===== config.mk =====
export PLATFORM = sky130hd
export DESIGN_NAME = rxal_loop_ctrl
export DESIGN_NICKNAME = d
export VERILOG_FILES = /design/src/hw/rxal_pkg.sv /design/src/hw/rxal_loop_ctrl.sv
export VERILOG_INCLUDE_DIRS = /design/src /design/src/hw
export SDC_FILE = /design/constraint.sdc
export NUM_CORES = 1
export LEC_CHECK = 0
export BUFFER_PORTS_ARGS = -buffer_cell sky130_fd_sc_hd__buf_4
export CAP_MARGIN = 20
export CORE_MARGIN = 3
export CORE_UTILIZATION = 54
export DETAILED_ROUTE_END_ITERATION = 12
export GPL_TIMING_DRIVEN = 0
export PLACE_DENSITY = 0.78
export SLEW_MARGIN = 10
export SYNTH_ARGS = -nofsm -noshare
export SYNTH_HDL_FRONTEND = slang
export SYNTH_SLANG_ARGS = --single-unit

===== constraint.sdc =====
create_clock -name aclk -period 5.73 [get_ports aclk]
set_clock_uncertainty 0.1 [all_clocks]
set_input_delay 1.146 -clock aclk [delete_from_list [all_inputs] [get_ports aclk]]
set_output_delay 1.146 -clock aclk [all_outputs]
set_load 0.02 [all_outputs]

===== src/hw/rxal_map.svh =====
// Register offsets, field positions, reset values and timing counts
`ifndef RXAL_MAP_SVH
`define RXAL_MAP_SVH

`define RXAL_OFF_FREQ_CTRL 12'h000
`define RXAL_OFF_FREQ_GAIN 12'h004
`define RXAL_OFF_FAST_PER 12'h008
`define RXAL_OFF_PWR_TH 12'h00c
`define RXAL_OFF_FREQ_EST 12'h010
`define RXAL_OFF_GAIN_CTRL 12'h014
`define RXAL_OFF_HIGH_TH 12'h018
`define RXAL_OFF_LOW_TH 12'h01c
`define RXAL_OFF_GAIN_TIME 12'h020
`define RXAL_OFF_STATUS 12'h024

`define RXAL_BIT_FREQ_EN 0
`define RXAL_BIT_FREQ_MODE 1
`define RXAL_BIT_GAIN_EN 0
`define RXAL_BIT_FREEZE 1

`define RXAL_RST_SLOW_GAIN 4'h5
`define RXAL_RST_FAST_GAIN 4'h2
`define RXAL_RST_FAST_PER 8'h00
`define RXAL_RST_PWR_TH 8'h40
`define RXAL_RST_HIGH_TH 4'h5
`define RXAL_RST_LOW_TH0 4'h5
`define RXAL_RST_LOW_TH1 4'h4
`define RXAL_RST_LOW_SEL 8'h10
`define RXAL_RST_MEAS 4'h2
`define RXAL_RST_HOLD 8'h0c

`define RXAL_TICK_CLKS 20'd12
`define RXAL_STEP_DB 6
`define RXAL_MAX_DB 48
`define RXAL_MAX_STEP 4'(`RXAL_MAX_DB / `RXAL_STEP_DB)

`endif


===== src/hw/rxal_pkg.sv =====
// Types shared by the receive frequency and gain loop controller
package rxal_pkg;

	typedef enum logic [2:0] {
		RXAL_G_IDLE = 3'b001,
		RXAL_G_MEAS = 3'b010,
		RXAL_G_HOLD = 3'b100
	} rxal_gstate_t;

	typedef enum logic [1:0] {
		RXAL_MOD_2FSK = 2'h0,
		RXAL_MOD_4FSK = 2'h1,
		RXAL_MOD_OOK = 2'h2,
		RXAL_MOD_ASK = 2'h3
	} rxal_mod_t;

endpackage


===== src/hw/rxal_loop_ctrl.sv =====
// Receive frequency compensation and gain control loops with AXI4-Lite registers
`timescale 1ns/1ps
`include "rxal_map.svh"

module rxal_loop_ctrl #(
	parameter int FW = 12
) (
	// Clock, reset, enable
	input wire logic aclk,
	input wire logic aresetn,
	input wire logic clk_en,
	// AXI4-Lite slave
	input wire logic [11:0] s_axi_awaddr,
	input wire logic s_axi_awvalid,
	output logic s_axi_awready,
	input wire logic [31:0] s_axi_wdata,
	input wire logic [3:0] s_axi_wstrb,
	input wire logic s_axi_wvalid,
	output logic s_axi_wready,
	output logic [1:0] s_axi_bresp,
	output logic s_axi_bvalid,
	input wire logic s_axi_bready,
	input wire logic [11:0] s_axi_araddr,
	input wire logic s_axi_arvalid,
	output logic s_axi_arready,
	output logic [31:0] s_axi_rdata,
	output logic [1:0] s_axi_rresp,
	output logic s_axi_rvalid,
	input wire logic s_axi_rready,
	// Demodulator datapath
	input wire logic demod_valid,
	input wire logic signed [FW-1:0] demod_freq,
	input wire logic [7:0] rssi_level,
	input wire logic sync_det,
	input wire logic rx_restart,
	input wire logic amp_valid,
	input wire logic [3:0] amp_level,
	// Loop outputs
	output logic signed [FW-1:0] slicer_offset,
	output logic signed [FW-1:0] if2_offset,
	output logic freq_fast_mode,
	output logic [3:0] atten_step
);

	// ****************************************
	// Register decode
	// ****************************************
	function automatic logic [3:0] reg_sel(input logic [11:0] a);
		case (a)
			`RXAL_OFF_FREQ_CTRL: reg_sel = 4'h0;
			`RXAL_OFF_FREQ_GAIN: reg_sel = 4'h1;
			`RXAL_OFF_FAST_PER: reg_sel = 4'h2;
			`RXAL_OFF_PWR_TH: reg_sel = 4'h3;
			`RXAL_OFF_FREQ_EST: reg_sel = 4'h4;
			`RXAL_OFF_GAIN_CTRL: reg_sel = 4'h5;
			`RXAL_OFF_HIGH_TH: reg_sel = 4'h6;
			`RXAL_OFF_LOW_TH: reg_sel = 4'h7;
			`RXAL_OFF_GAIN_TIME: reg_sel = 4'h8;
			`RXAL_OFF_STATUS: reg_sel = 4'h9;
			default: reg_sel = 4'hf;
		endcase
	endfunction

	// Step 8 has no own select bit and reuses the top one
	function automatic logic [3:0] pick_low(input logic [7:0] sel, input logic [3:0] st,
		input logic [3:0] t0, input logic [3:0] t1);
		logic [2:0] i;
		i = (st > 4'd7) ? 3'd7 : st[2:0];
		pick_low = sel[i] ? t1 : t0;
	endfunction

	logic freq_en_q, freq_mode_q, gain_en_q, freeze_q;
	logic [1:0] mod_type_q;
	logic [3:0] slow_gain_q, fast_gain_q, high_th_q, low_th0_q, low_th1_q, meas_time_q;
	logic [7:0] fast_per_q, pwr_th_q, low_sel_q, hold_time_q;
	logic signed [FW-1:0] est_q, max_q, min_q;
	logic active_q, fast_q, sync_seen_q, low_ok_q;
	logic [7:0] fast_cnt_q;
	logic [19:0] gcnt_q;
	logic [3:0] atten_q;
	rxal_pkg::rxal_gstate_t gst_q;
	logic [3:0] wsel, rsel;
	logic wr_go, rd_go;
	logic [31:0] rd_word;

	assign wsel = reg_sel(s_axi_awaddr);
	assign rsel = reg_sel(s_axi_araddr);
	assign wr_go = s_axi_awready && s_axi_awvalid && s_axi_wvalid;
	assign rd_go = s_axi_arready && s_axi_arvalid;

	// ****************************************
	// AXI4-Lite handshakes
	// ****************************************
	always_ff @(posedge aclk) begin
		if (!aresetn) begin
			s_axi_awready <= 1'b0;
			s_axi_wready <= 1'b0;
			s_axi_bvalid <= 1'b0;
			s_axi_bresp <= 2'h0;
		end else if (clk_en) begin
			s_axi_awready <= s_axi_awvalid && s_axi_wvalid && !s_axi_awready && !s_axi_bvalid;
			s_axi_wready <= s_axi_awvalid && s_axi_wvalid && !s_axi_awready && !s_axi_bvalid;
			if (wr_go) begin
				s_axi_bvalid <= 1'b1;
				s_axi_bresp <= (wsel == 4'hf) ? 2'h2 : 2'h0;
			end else if (s_axi_bready) begin
				s_axi_bvalid <= 1'b0;
			end
		end
	end

	always_ff @(posedge aclk) begin
		if (!aresetn) begin
			s_axi_arready <= 1'b0;
			s_axi_rvalid <= 1'b0;
			s_axi_rdata <= 32'h0;
			s_axi_rresp <= 2'h0;
		end else if (clk_en) begin
			s_axi_arready <= s_axi_arvalid && !s_axi_arready && !s_axi_rvalid;
			if (rd_go) begin
				s_axi_rvalid <= 1'b1;
				s_axi_rdata <= rd_word;
				s_axi_rresp <= (rsel == 4'hf) ? 2'h2 : 2'h0;
			end else if (s_axi_rready) begin
				s_axi_rvalid <= 1'b0;
			end
		end
	end

	always_comb begin
		rd_word = 32'h0;
		case (rsel)
			4'h0: rd_word = {28'h0, mod_type_q, freq_mode_q, freq_en_q};
			4'h1: rd_word = {24'h0, fast_gain_q, slow_gain_q};
			4'h2: rd_word = {24'h0, fast_per_q};
			4'h3: rd_word = {24'h0, pwr_th_q};
			4'h4: rd_word = 32'(est_q);
			4'h5: rd_word = {30'h0, freeze_q, gain_en_q};
			4'h6: rd_word = {28'h0, high_th_q};
			4'h7: rd_word = {16'h0, low_sel_q, low_th1_q, low_th0_q};
			4'h8: rd_word = {16'h0, hold_time_q, 4'h0, meas_time_q};
			4'h9: rd_word = {25'h0, active_q, sync_seen_q, fast_q, atten_q};
			default: rd_word = 32'h0;
		endcase
	end

	// ****************************************
	// Configuration registers
	// ****************************************
	always_ff @(posedge aclk) begin
		if (!aresetn) begin
			freq_en_q <= 1'b0;
			freq_mode_q <= 1'b0;
			mod_type_q <= 2'h0;
			slow_gain_q <= `RXAL_RST_SLOW_GAIN;
			fast_gain_q <= `RXAL_RST_FAST_GAIN;
			fast_per_q <= `RXAL_RST_FAST_PER;
			pwr_th_q <= `RXAL_RST_PWR_TH;
			gain_en_q <= 1'b0;
			freeze_q <= 1'b0;
			high_th_q <= `RXAL_RST_HIGH_TH;
			low_th0_q <= `RXAL_RST_LOW_TH0;
			low_th1_q <= `RXAL_RST_LOW_TH1;
			meas_time_q <= `RXAL_RST_MEAS;
		end else if (clk_en && wr_go && s_axi_wstrb[0]) begin
			case (wsel)
				4'h0: begin
					freq_en_q <= s_axi_wdata[`RXAL_BIT_FREQ_EN];
					freq_mode_q <= s_axi_wdata[`RXAL_BIT_FREQ_MODE];
					mod_type_q <= s_axi_wdata[3:2];
				end
				4'h1: begin
					slow_gain_q <= s_axi_wdata[3:0];
					fast_gain_q <= s_axi_wdata[7:4];
				end
				4'h2: fast_per_q <= s_axi_wdata[7:0];
				4'h3: pwr_th_q <= s_axi_wdata[7:0];
				4'h5: begin
					gain_en_q <= s_axi_wdata[`RXAL_BIT_GAIN_EN];
					freeze_q <= s_axi_wdata[`RXAL_BIT_FREEZE];
				end
				4'h6: high_th_q <= s_axi_wdata[3:0];
				4'h7: begin
					low_th0_q <= s_axi_wdata[3:0];
					low_th1_q <= s_axi_wdata[7:4];
				end
				4'h8: meas_time_q <= s_axi_wdata[3:0];
				default: begin
				end
			endcase
		end
	end

	// Upper byte lane fields, kept in their own process so each has one driver
	always_ff @(posedge aclk) begin
		if (!aresetn) begin
			low_sel_q <= `RXAL_RST_LOW_SEL;
			hold_time_q <= `RXAL_RST_HOLD;
		end else if (clk_en && wr_go && s_axi_wstrb[1]) begin
			if (wsel == 4'h7) begin
				low_sel_q <= s_axi_wdata[15:8];
			end
			if (wsel == 4'h8) begin
				hold_time_q <= s_axi_wdata[15:8];
			end
		end
	end

	// ****************************************
	// Frequency compensation loop
	// ****************************************
	logic afc_go, sample;
	logic signed [FW:0] center, err, step;

	assign afc_go = freq_en_q && (mod_type_q == rxal_pkg::RXAL_MOD_2FSK || mod_type_q == rxal_pkg::RXAL_MOD_4FSK);
	assign sample = demod_valid && active_q;
	assign center = ((FW+1)'(max_q) + (FW+1)'(min_q)) >>> 1;
	assign err = center - (FW+1)'(est_q);
	assign step = err >>> (fast_q ? fast_gain_q : slow_gain_q);

	// Sync flag: a sync arriving with restart is kept
	always_ff @(posedge aclk) begin
		if (!aresetn) begin
			sync_seen_q <= 1'b0;
		end else if (clk_en) begin
			if (sync_det) begin
				sync_seen_q <= 1'b1;
			end else if (rx_restart) begin
				sync_seen_q <= 1'b0;
			end
		end
	end

	always_ff @(posedge aclk) begin
		if (!aresetn) begin
			active_q <= 1'b0;
			fast_q <= 1'b0;
			fast_cnt_q <= 8'h0;
		end else if (clk_en) begin
			if (!afc_go || rx_restart) begin
				active_q <= 1'b0;
				fast_q <= 1'b0;
			end else if (!active_q) begin
				if (rssi_level > pwr_th_q) begin
					active_q <= 1'b1;
					fast_q <= 1'b1;
					fast_cnt_q <= 8'h0;
				end
			end else if (fast_q) begin
				if (fast_per_q == 8'h0) begin
					if (sync_det) begin
						fast_q <= 1'b0;
					end
				end else if (demod_valid) begin
					fast_cnt_q <= fast_cnt_q + 8'h1;
					if (fast_cnt_q >= fast_per_q - 8'h1) begin
						fast_q <= 1'b0;
					end
				end
			end
		end
	end

	// Extremes leak back one LSB per sample so old peaks fade
	always_ff @(posedge aclk) begin
		if (!aresetn) begin
			est_q <= '0;
			max_q <= '0;
			min_q <= '0;
		end else if (clk_en) begin
			if (!afc_go) begin
				est_q <= '0;
				max_q <= '0;
				min_q <= '0;
			end else if (sample) begin
				max_q <= (demod_freq > max_q) ? demod_freq : max_q - FW'(1);
				min_q <= (demod_freq < min_q) ? demod_freq : min_q + FW'(1);
				est_q <= est_q + step[FW-1:0];
			end
		end
	end

	always_ff @(posedge aclk) begin
		if (!aresetn) begin
			slicer_offset <= '0;
			if2_offset <= '0;
			freq_fast_mode <= 1'b0;
		end else if (clk_en) begin
			slicer_offset <= freq_mode_q ? '0 : est_q;
			if2_offset <= freq_mode_q ? est_q : '0;
			freq_fast_mode <= fast_q;
		end
	end

	// ****************************************
	// Gain control loop
	// ****************************************
	logic frozen, over_hi, under_lo_fail, meas_end;
	logic [19:0] meas_len, hold_len;
	logic [3:0] low_th;

	assign frozen = freeze_q && sync_seen_q;
	assign low_th = pick_low(low_sel_q, atten_q, low_th0_q, low_th1_q);
	assign over_hi = amp_valid && (amp_level > high_th_q);
	assign under_lo_fail = amp_valid && (amp_level >= low_th);
	assign meas_len = `RXAL_TICK_CLKS << meas_time_q;
	assign hold_len = 20'(`RXAL_TICK_CLKS * hold_time_q);
	assign meas_end = (gcnt_q + 20'h1 >= meas_len);

	always_ff @(posedge aclk) begin
		if (!aresetn) begin
			gst_q <= rxal_pkg::RXAL_G_IDLE;
			gcnt_q <= 20'h0;
			low_ok_q <= 1'b1;
			atten_q <= 4'h0;
		end else if (clk_en) begin
			if (!gain_en_q) begin
				gst_q <= rxal_pkg::RXAL_G_IDLE;
				atten_q <= 4'h0;
			end else if (!frozen) begin
				case (gst_q)
					rxal_pkg::RXAL_G_IDLE: begin
						gst_q <= rxal_pkg::RXAL_G_MEAS;
						gcnt_q <= 20'h0;
						low_ok_q <= 1'b1;
					end
					rxal_pkg::RXAL_G_MEAS: begin
						if (over_hi && atten_q < `RXAL_MAX_STEP) begin
							atten_q <= atten_q + 4'h1;
							gst_q <= rxal_pkg::RXAL_G_HOLD;
							gcnt_q <= 20'h0;
						end else if (meas_end) begin
							gcnt_q <= 20'h0;
							low_ok_q <= 1'b1;
							if (low_ok_q && !under_lo_fail && atten_q != 4'h0) begin
								atten_q <= atten_q - 4'h1;
								gst_q <= rxal_pkg::RXAL_G_HOLD;
							end
						end else begin
							gcnt_q <= gcnt_q + 20'h1;
							if (under_lo_fail) begin
								low_ok_q <= 1'b0;
							end
						end
					end
					rxal_pkg::RXAL_G_HOLD: begin
						if (gcnt_q + 20'h1 >= hold_len) begin
							gst_q <= rxal_pkg::RXAL_G_MEAS;
							gcnt_q <= 20'h0;
							low_ok_q <= 1'b1;
						end else begin
							gcnt_q <= gcnt_q + 20'h1;
						end
					end
					default: gst_q <= rxal_pkg::RXAL_G_IDLE;
				endcase
			end
		end
	end

	always_ff @(posedge aclk) begin
		if (!aresetn) begin
			atten_step <= 4'h0;
		end else if (clk_en) begin
			atten_step <= atten_q;
		end
	end
endmodule


# Word-level counts from Yosys, hierarchy flattened
# Cells that the tools add are included.
# totals
regBits	206
in_bits	96
out_inout_bits	70
elab_cells	243
# classes
n_addsub	10
multipliers	1
magnitude_cmp	11
eq_ne	54
shift	2
mux	64
bitwise_logic	2
reduce_logical	62
# ops
cell	count
32-bit case mux with 10 select lines	1
12-bit 2-to-1 mux	10
12-bit by 5-bit == test with 1-bit output (second input constant)	8
4-bit case mux with 10 select lines	2
20-bit 2-to-1 mux	3
20-bit case mux with 3 select lines	1
12-bit by 4-bit == test with 1-bit output (second input constant)	4
12-bit by 6-bit == test with 1-bit output (second input constant)	4
8-bit 2-to-1 mux	5
2-bit AND reduction	17
4-bit 2-to-1 mux	8
4-bit by 3-bit == test with 1-bit output (second input constant)	7
12-bit by 3-bit == test with 1-bit output (second input constant)	2
12-bit logical NOT	2
1-bit 2-to-1 mux	22
3-bit 2-to-1 mux	7
20-bit by 1-bit adder with 20-bit output (second input constant)	1
4-bit == test (second input constant)	5
20-bit by 12-bit >= comparator with 1-bit output	1
20-bit >= comparator	1
4-bit by 4-bit << shifter with 20-bit output (first input constant)	1
1-bit logical AND	19
4-bit by 2-bit == test with 1-bit output (second input constant)	4
12-bit by 12-bit adder with 13-bit output	1
46 further kinds	70

# Logic depth before layout (Yosys ltp)
# Gate-level depths: netlist (run 1).
# depth
depth_word	16
depth_mapped	30
ltp_nobuf	29

# Worst setup path after synthesis (run 1)
# No wires, ideal clock.
# synth_path
path_kind	register to register
startpoint	register min_q[1]
endpoint	register est_q[10]
setup_ns	0.117
arrival_time_ns	5.670
required_time_ns	5.513
path_slack_ns	-0.157
stages_incl_launch_ff	29
path_buffers	1
synth_period_minus_slack_ns	5.887
path_cell_list	dfxtp_1 ha_1 a31o_2 a21o_1 a21oi_1 o21ai_0 o41a_1 xor2_1 ha_1 clkbuf_1 a2111oi_0 o21ai_0 or2_1 a41o_1 xnor2_2 mux2_2 nor3b_1 nor3_1 ha_1 inv_1 fa_1 nand3b_1 a21boi_0 o21ai_0 nand2b_1 a21o_1 a31o_2 mux2i_1 nand2_1
# synth_via
elab_chain_len	6
# synth_rtl
item	line	rtl
start, declared	rxal_loop_ctrl.sv:76	logic signed [FW-1:0] est_q, max_q, min_q;
start signal, assigned	rxal_loop_ctrl.sv:277	min_q <= (demod_freq < min_q) ? demod_freq : min_q + FW'(1);
12-bit by 12-bit adder with 13-bit output	rxal_loop_ctrl.sv:217	assign center = ((FW+1)'(max_q) + (FW+1)'(min_q)) >>> 1;
12-bit by 12-bit subtractor with 13-bit output	rxal_loop_ctrl.sv:218	assign err = center - (FW+1)'(est_q);
13-bit by 4-bit >>> shifter with 12-bit output	rxal_loop_ctrl.sv:219	assign step = err >>> (fast_q ? fast_gain_q : slow_gain_q);
12-bit adder	rxal_loop_ctrl.sv:278	est_q <= est_q + step[FW-1:0];
12-bit 2-to-1 mux	rxal_loop_ctrl.sv:275	end else if (sample) begin
12-bit 2-to-1 mux	rxal_loop_ctrl.sv:271	if (!afc_go) begin
end signal, assigned	rxal_loop_ctrl.sv:278	
end, declared	rxal_loop_ctrl.sv:76	
# No other way between the ends. The select of a mux whose other input is x is not followed.
# A chain may end at the register's enable or synchronous reset.

# Worst setup path in the final report (run 1)
# layout_path
startpoint	register max_q[1]
endpoint	register est_q[10]
# layout_via
elab_chain_len	6
# layout_rtl
item	line	rtl
start, declared	rxal_loop_ctrl.sv:76	
start signal, assigned	rxal_loop_ctrl.sv:276	max_q <= (demod_freq > max_q) ? demod_freq : max_q - FW'(1);
12-bit by 12-bit adder with 13-bit output	rxal_loop_ctrl.sv:217	
12-bit by 12-bit subtractor with 13-bit output	rxal_loop_ctrl.sv:218	
13-bit by 4-bit >>> shifter with 12-bit output	rxal_loop_ctrl.sv:219	
12-bit adder	rxal_loop_ctrl.sv:278	
12-bit 2-to-1 mux	rxal_loop_ctrl.sv:275	
12-bit 2-to-1 mux	rxal_loop_ctrl.sv:271	
# No other way between the ends. The select of a mux whose other input is x is not followed.

==> results.md, run 1 <==
Synthesis:
- Of the total synthesized cell area, the portion taken by XOR and XNOR cells is 0.0345.
- The netlist uses 84 different library cells.
- The area of the mapped netlist is 13700 µm².
- By area, the combinational part of the netlist is dominated by compound AO/OA/AOI/OAI gates.
- Counting every instance in the synthesized netlist gives 1693.
- The library cell occupying the most area in the post-synthesis netlist is sky130_fd_sc_hd__dfxtp_1.
- The post-synthesis share of cell area spent on full adders, half adders and majority gates is 0.124.
- The average instance area after synthesis is 8.06 µm².
- The cell with the most instances after synthesis is sky130_fd_sc_hd__dfxtp_1.
- Counting flops with a built-in enable in the synthesized netlist gives 0.
- The sequential share of the synthesized area is 0.277.
- The Yosys step of the flow raised 0 warnings.
- The portion of synthesized cell area occupied by the leading cell type is 0.277.
- The share of synthesized flip-flops with an asynchronous set or reset is 0.
- The complex-gate fraction of the synthesized area is 0.222.
- Measured against the total synthesized area, the mux share comes to 0.0727.
- Counting instances in the post-synthesis netlist gives the leading cell types as 189 x sky130_fd_sc_hd__dfxtp_1, 179 x sky130_fd_sc_hd__nor2_1, 146 x sky130_fd_sc_hd__nand2_1.
- The predominant post-synthesis flop cell is sky130_fd_sc_hd__dfxtp_1.
- Of the total synthesized cell area, the portion taken by AND, OR, NAND and NOR gates is 0.215.
- The post-synthesis sequential element count is 189.
- After synthesis, the cell types taking the most area are sky130_fd_sc_hd__dfxtp_1 28%, sky130_fd_sc_hd__ha_1 12%, sky130_fd_sc_hd__mux2i_1 5.2%.

Pwr:
- Summed over all cells, the static leakage comes to 6.75 nW.
- In this run the power density over the cells is 175 nW/µm².
- The overall power of the completed layout is 2.84 mW.
- The worst ir drop on vdd is 0.153 mV.

STA:
- Across all setup checks in the final design, the least slack found is -95.0 ps.
- Setup repair after global routing could not meet its margin everywhere.
- The number of failing setup endpoints in the final timing report is 2.
- The slew at the pin closest to its max-slew limit is 1140 ps.
- After routing, the total negative slack on setup checks comes to -174 ps.
- The final-report max-slew violation count came to 0.
- The worst hold slack across all endpoints is 367 ps.
- The highest clock rate is 172 MHz.
- The final cycle utilization of the critical path is 1.02.
- Headroom to the max-slew limit came out at 0.234.
- The number of hold violations in the final report was 0.
- The smallest clock period supported by the final layout is computed as 5820 ps.

Drt:
- The detailed-route DRC error count is 0.
- In the routed layout, each cell is associated on average with a via count of 6.29.
- The count of nets left with antenna violations once routing finished came out at 0.
- After detailed routing, the average wire length per cell comes to 19.8 µm.
- Wires add up to 43.7 mm.
- The pre-antenna-repair detailed-routing pass consisted of 6 iterations.
- The final route contains 13900 vias.
- After the first detailed-routing iteration, the DRC count stood at 1593.

Layout:
- The antenna diode count is 0.
- The area growth from synthesis to final layout is 18.8%.
- The final net count is 2102.
- Once layout is complete, the cells apart from fillers number 2211.
- The summed area of non-filler cells in the final layout is 16200 µm².
- The filler cells instantiated in the layout total 2045.
- The end-of-flow core utilization is 0.659.
- The ratio of cells with drive above 1 in the final layout is 0.167.

Clock network:
- The cell sitting at the root of the clock tree is a sky130_fd_sc_hd__clkbuf_16.
- The clock net sink count is 189.
- Clock-pin slew was measured on the worst setup and hold paths at 80 ps.
- The cts-stage hold buffer count is 0.
- The TritonCTS clock tree is yes.
- The buffer levels on the longest clock path is 2.
- In this run the number of H-tree levels came out at 4.
- Buffers inserted during clock tree synthesis total 17.
- For the worst-skew pair, the clock arrives at the later sink with an insertion delay of 450 ps.

Setup path:
- The cell family contributing the most delay on the critical path is compound AO/OA/AOI/OAI gates.
- STA classifies the critical path endpoint as a flip-flop.
- On the worst path, the slowest cell contributes a delay of 370 ps.
- Of all nets on the critical path, the largest fanout is 3.
- STA classifies the critical path startpoint as a flip-flop.
- The sum of buffers and inverters on the critical path is 1.
- The library cell contributing the largest single delay on the critical path is sky130_fd_sc_hd__dfxtp_4.
- The critical path required time is 5970 ps.
- The critical path in this run is classified as flip-flop to flip-flop.
- At the worst endpoint, the arrival time is 6060 ps.

Place:
- The cell area after placement is 15100 µm².
- The wire-length estimate of the detail-placed layout is 33.2 mm.
- The placer congestion estimate is 1.00.
- The number of buffers inserted by port buffering is 141.
- The total placed cells including tap cells is 2159.
- The worst setup timing slack at the placement stage is -784 ps.

Floorplanning:
- The floorplan has 57 rows.
- The floorplan die area is 27200 µm².
- For this design the top-level I/O count stands at 166.
- For this configuration, the core starts out at a cell density of 0.555.
- From left edge to right edge, the die measures 165 µm.
- The area inside the core boundary is 24600 µm².
- The height of the chip is 165 µm.

Global routing:
- The via count of the first global-routing pass was 13000.
- The wire length of the first global-routing pass is 67.5 mm.
- The largest net degree at the start of global routing is 19.
- The total grt overflow is 0.
- The initial antenna violation count came to 0.
- The global-route usage over all layers is 0.313.

Flow run:
- Across the run, the number of max-cap violations was 0.

Outcome:
- The final reports fail on negative setup slack.
- The run finished, with violations left.

Hold path:
- The class of the tightest hold or removal check is flip-flop to flip-flop.
area by class of cell:
| class | instances | area [µm²] | share of cell area |
|---|---|---|---|
| inverters | 83 | 312 | 0.0192 |
| clock inverters | 14 | 201 | 0.0124 |
| plain buffers | 89 | 417 | 0.0257 |
| multi-input cells | 1330 | 9430 | 0.581 |
| well taps | 324 | 405 | 0.0250 |
| flip-flops and latches | 189 | 3800 | 0.234 |
| repair buffers | 164 | 1230 | 0.0759 |
| clock buffers | 18 | 429 | 0.0265 |
worst min-delay path, cell delays in order (launching register included):
cell                      delay [ps]
sky130_fd_sc_hd__dfxtp_1         310
sky130_fd_sc_hd__nand2_1          60
sky130_fd_sc_hd__a21oi_1          50
layer usage:
layer	track usage	vias to the layer above	part of all wire
met2	0.503	691	0.45
met1	0.416	6565	0.42
met4	0.130	0	0.041
met3	0.0524	134	0.095
li1	-	6527	-
met5	0	-	0
state kept, by name, summed over array words and instances, names as in the netlist, 12 cells and up:
| register | cells |
|---|---|
| slicer_offset | 12 |
| max_q | 12 |
| min_q | 12 |
| gcnt_q | 20 |
| if2_offset | 12 |
| est_q | 12 |
| s_axi_rdata | 17 |
power by group:
| group | internal [mW] | switching, mW |
|---|---|---|
| combinational | 0.0796 | 0.134 |
| sequential | 1.31 | 0.00287 |
| clock | 0.707 | 0.601 |
repair_timing:
item / in CTS / in global routing
endpoints found under the hold margin: 0 / 0
buffers inserted: 16 / 6
pin swaps: 20 / 28
endpoints found under the setup margin: 8 / 8
resized for setup: 34 / 34
cells by family (layout without fill, tap and decap cells):
| family | count (synthesis) | in the layout |
|---|---|---|
| other | 1 | 2 |
| XOR/XNOR | 53 | 53 |
| AND/OR/NAND/NOR | 603 | 603 |
| flip-flops | 189 | 189 |
| multiplexers | 92 | 92 |
| adder cells (fa/ha/maj) | 132 | 132 |
| AO/OA/AOI/OAI | 448 | 448 |
| buffers and inverters | 175 | 368 |
final timing paths:
kind,from,end,slack (ps),cells past startpoint
worst min-delay path,if2_offset[0]$_SDFFE_PN0P_,if2_offset[0]$_SDFFE_PN0P_,370,2
worst max register to register,max_q[1]$_SDFFE_PN0P_,est_q[10]$_SDFFE_PN0P_,-90,27
worst max-delay path,max_q[1]$_SDFFE_PN0P_,est_q[10]$_SDFFE_PN0P_,-90,27
worst min register to register,if2_offset[0]$_SDFFE_PN0P_,if2_offset[0]$_SDFFE_PN0P_,370,2
cell usage in the layout (no fill, tap or decap), types with 19 or more instances in the layout:
cell type / count
sky130_fd_sc_hd__a21oi_1: 113
sky130_fd_sc_hd__nand3_1: 81
sky130_fd_sc_hd__clkbuf_1: 60
sky130_fd_sc_hd__a22oi_1: 36
sky130_fd_sc_hd__a21o_1: 30
sky130_fd_sc_hd__nor2_1: 177
sky130_fd_sc_hd__mux2i_1: 71
sky130_fd_sc_hd__ha_1: 119
sky130_fd_sc_hd__inv_1: 81
sky130_fd_sc_hd__dfxtp_1: 182
sky130_fd_sc_hd__nor3_1: 44
sky130_fd_sc_hd__nor2b_1: 19
sky130_fd_sc_hd__xor2_1: 19
sky130_fd_sc_hd__nand2_1: 146
sky130_fd_sc_hd__buf_4: 182
sky130_fd_sc_hd__and3_1: 23
sky130_fd_sc_hd__o21ai_0: 61
sky130_fd_sc_hd__xnor2_1: 31
(Power assumes the default switching activity.)
==> run 2, diff against run 1 <==
TNS_END_PERCENT = 1   (was unset)
==> run 2 against run 1 <==
Net effect: the run still ends with negative setup slack left; sequential cell count did not move; design area fell by 0.63%; clock-buffer cell count did not move; critical path depth did not move; sequential power barely moved; power barely moved; register-to-register slack improved by 30 ps; first-iteration DRC count rose by 5.3%; hold slack barely moved; core utilization fell by 0.42 points; critical path type unchanged; critical endpoint unchanged; largest cell class unchanged.
==> results.md, run 2 (synthesis gave the netlist of run 1 again) <==
Layout:
- Leaving out fill and tap cells, the most frequent cells in the layout are 182 x sky130_fd_sc_hd__dfxtp_1, 180 x sky130_fd_sc_hd__buf_4, 178 x sky130_fd_sc_hd__nor2_1.
- The ratio of cells with drive above 1 in the final layout is 0.161.
- The net count of the finished layout is 2100.
- Registers take 3800 µm².
- The number of flip-flops under the largest register name is 20.
- The area growth from synthesis to final layout is 18.1%.
- The largest registers in the layout are gcnt_q: 20 flops, s_axi_rdata: 17 flops.
- In the final layout, the multi-input gates occupy 9340 µm².
- Leaving out fill and tap cells, the most frequent cell in the layout is sky130_fd_sc_hd__dfxtp_1.
- More flip-flops sit in one register than any other, and that register is gcnt_q.
- Summing all non-filler instances in the final layout gives an area of 16100 µm².
- The number of antenna diodes in the final layout is 0.
- After filler insertion, the fill cell instance count of the layout stands at 2059.

STA:
- For the final routed database, the setup TNS stands at -109 ps.
- The final setup slack of the worst path is -64.1 ps.
- Setup repair after global routing could not meet its margin everywhere.
- The number of failing setup endpoints in the final timing report is 3.
- After layout, the minimum clock period comes to 5790 ps.
- The tightest hold path in the finished design has a slack of 367 ps.
- In the finished design, the share of the clock period the worst path needs comes to 1.01.
- The number of hold violations in the final report is 0.
- The remaining max-slew budget at the tightest pin is 0.224.
- The final-report max-slew violation count came to 0.
- For this run, the top clock speed supported by timing is 173 MHz.
- The slew at the pin closest to its max-slew limit is 1160 ps.

Pwr:
- Of the total power, the share spent switching nets is 0.259.
- The share of total power dissipated in combinational logic is 0.075.
- The power spent charging and discharging nets is 735 µW.
- The internal power of the cells totals 2.10 mW.
- In this run the static leakage power is 6.75 nW.
- Of the total power, registers draw 0.464.
- In this run the power density over the cells is 176 nW/µm².
- Across the VDD grid, the largest voltage drop is 0.157 mV.
- The part of the power in the clock network is 0.460.

Clock network:
- At the later pin of the worst-skew pair, clock insertion delay measures 450 ps.
- The number of buffers created by CTS is 17.
- The TritonCTS clock tree is yes.
- The clock net sink count is 189.
- The H-tree was split into 4 levels.
- In this run, post-CTS hold repair placed 0 buffers.
- The clock-pin transition on the worst setup and hold timing paths is 80 ps.
- The buffer type at the clock tree root is sky130_fd_sc_hd__clkbuf_16.
- Counting along the longest clock path gives a buffer depth of 2.

Drt:
- After detailed routing, the number of vias per cell comes to 6.30.
- The final route contains 13900 vias.
- After the first detailed-routing iteration, the DRC count stood at 1678.
- The sum of routed wire length over all layers is 43.6 mm.
- The first-pass iteration count of the detailed router is 6.
- After detailed routing, the number of remaining DRC violations is 0.
- Dividing the detail-routed wire length by the instance count gives 19.7 µm.
- In this run the remaining antenna-violating nets after routing total 0.

Global routing:
- The total grt overflow is 0.
- The global-route usage over all layers is 0.313.
- The first global-routing pass estimated 67.5 mm of wire.
- Entering global routing, the biggest net connects 19 pins.
- The via count of the first global-routing pass is 13000.
- The initial antenna violation count was 0.

Place:
- The placer congestion estimate is 1.00.
- The number of buffers inserted by port buffering is 141.
- The HPWL after detailed placement is 33.2 mm.
- The worst setup timing slack at the placement stage is -784 ps.
- Summing all placed instances gives a cell area of 15100 µm².

Flow run:
- Across the run, the number of max-cap violations was 0.

Setup path:
- STA classifies the critical path endpoint as a flip-flop.
- Along the worst path, the maximum fanout reaches 3.
- The endpoint arrival time on the critical path is 6030 ps.
- The path type of the worst setup path is flip-flop to flip-flop.
- The critical path required time is 5960 ps.
- The kind of start point of the critical path is a flip-flop.

Floorplanning:
- The total area inside the core boundary comes to 24600 µm².
- 166 I/O pins were placed.
- Row generation in the floorplan step produced 57 rows.
- The floorplan step set the die width to 165 µm.
- The die is 165 µm tall.
- The floorplan die area is 27200 µm².
- The initial cell density of the core is 0.555.

Hold path:
- The class of the tightest hold or removal check is flip-flop to flip-flop.

Outcome:
- The final reports fail on negative setup slack.
- The flow ran to the end, but the final reports show violations.
run 2: cell count changes in the layout (fill, tap and decap cells not counted), sizes merged:
| cell | delta |
|---|---|
| buf | -2 |
run 2: critical path: stages (launching register included):
cell and delay (ps):
sky130_fd_sc_hd__dfxtp_4 370, sky130_fd_sc_hd__ha_4 230, sky130_fd_sc_hd__a31o_2 200, sky130_fd_sc_hd__a21o_1 210, sky130_fd_sc_hd__a21oi_2 190, sky130_fd_sc_hd__o21ai_2 100
sky130_fd_sc_hd__o41a_1 370, sky130_fd_sc_hd__xor2_2 190, sky130_fd_sc_hd__ha_4 230, sky130_fd_sc_hd__a2111oi_4 340, sky130_fd_sc_hd__o21ai_1 130, sky130_fd_sc_hd__or2_1 220
sky130_fd_sc_hd__a41o_1 270, sky130_fd_sc_hd__xnor2_4 160, sky130_fd_sc_hd__mux2_4 300, sky130_fd_sc_hd__nor3b_4 150, sky130_fd_sc_hd__nor3_2 190, sky130_fd_sc_hd__ha_2 210
sky130_fd_sc_hd__inv_2 40, sky130_fd_sc_hd__fa_2 340, sky130_fd_sc_hd__nand3b_1 200, sky130_fd_sc_hd__a21boi_2 180, sky130_fd_sc_hd__o21ai_1 70, sky130_fd_sc_hd__nand2b_1 90
sky130_fd_sc_hd__a21o_1 170, sky130_fd_sc_hd__a31o_2 180, sky130_fd_sc_hd__mux2i_1 180, sky130_fd_sc_hd__nand2_1 70
run 2: per-stage QoR:
| stage | util | instances | total power, mW |
|---|---|---|---|
| finish | 0.655 | 2209 | 2.83 |
| global route | 0.655 | 2209 | 2.91 |
| CTS | 0.650 | 2204 | 2.83 |
| detailed placement | 0.615 | 2159 | 1.55 |
| global placement | 0.615 | 2159 | 1.55 |
| floorplan | - | 1694 | 1.45 |
run 2: final timing paths:
check | startpoint | to | slack, ps | depth (start not counted)
max | max_q[1]$_SDFFE_PN0P_ | est_q[10]$_SDFFE_PN0P_ | -60 | 27
min | if2_offset[0]$_SDFFE_PN0P_ | if2_offset[0]$_SDFFE_PN0P_ | 370 | 2
max reg2reg | max_q[1]$_SDFFE_PN0P_ | est_q[10]$_SDFFE_PN0P_ | -60 | 27
min reg2reg | if2_offset[0]$_SDFFE_PN0P_ | if2_offset[0]$_SDFFE_PN0P_ | 370 | 2
run 2: layer usage:
layer | vias up | global-route usage | share of wire
met5 | - | 0 | 0
met4 | 0 | 0.130 | 0.040
met3 | 132 | 0.0524 | 0.095
met2 | 709 | 0.503 | 0.45
met1 | 6541 | 0.416 | 0.42
li1 | 6525 | - | -
run 2: cell type report:
type                    count  share of cell area
plain buffers              89              0.0258
clock buffers              18              0.0266
inverters                  83              0.0193
clock inverters            14              0.0125
flip-flops and latches    189               0.236
well taps                 324              0.0251
multi-input cells        1330               0.580
repair buffers            162              0.0754
run 2: power by group through the flow:
stage | sequential [mW] | combinational (mW) | clock (mW)
floorplan | 1.35 | 0.104 | 0
CTS | 1.32 | 0.208 | 1.30
global route | 1.32 | 0.230 | 1.36
finish | 1.32 | 0.214 | 1.31
detailed placement | 1.35 | 0.207 | 0
global placement | 1.35 | 0.203 | 0
run 2: repair_timing:
item | in CTS | in global routing
gates resized for setup | 34 | 19
buffers inserted | 16 | 4
gates cloned | 0 | 0
pin swaps | 20 | 21
endpoints found under the setup margin | 8 | 8
endpoints found under the hold margin | 0 | 0
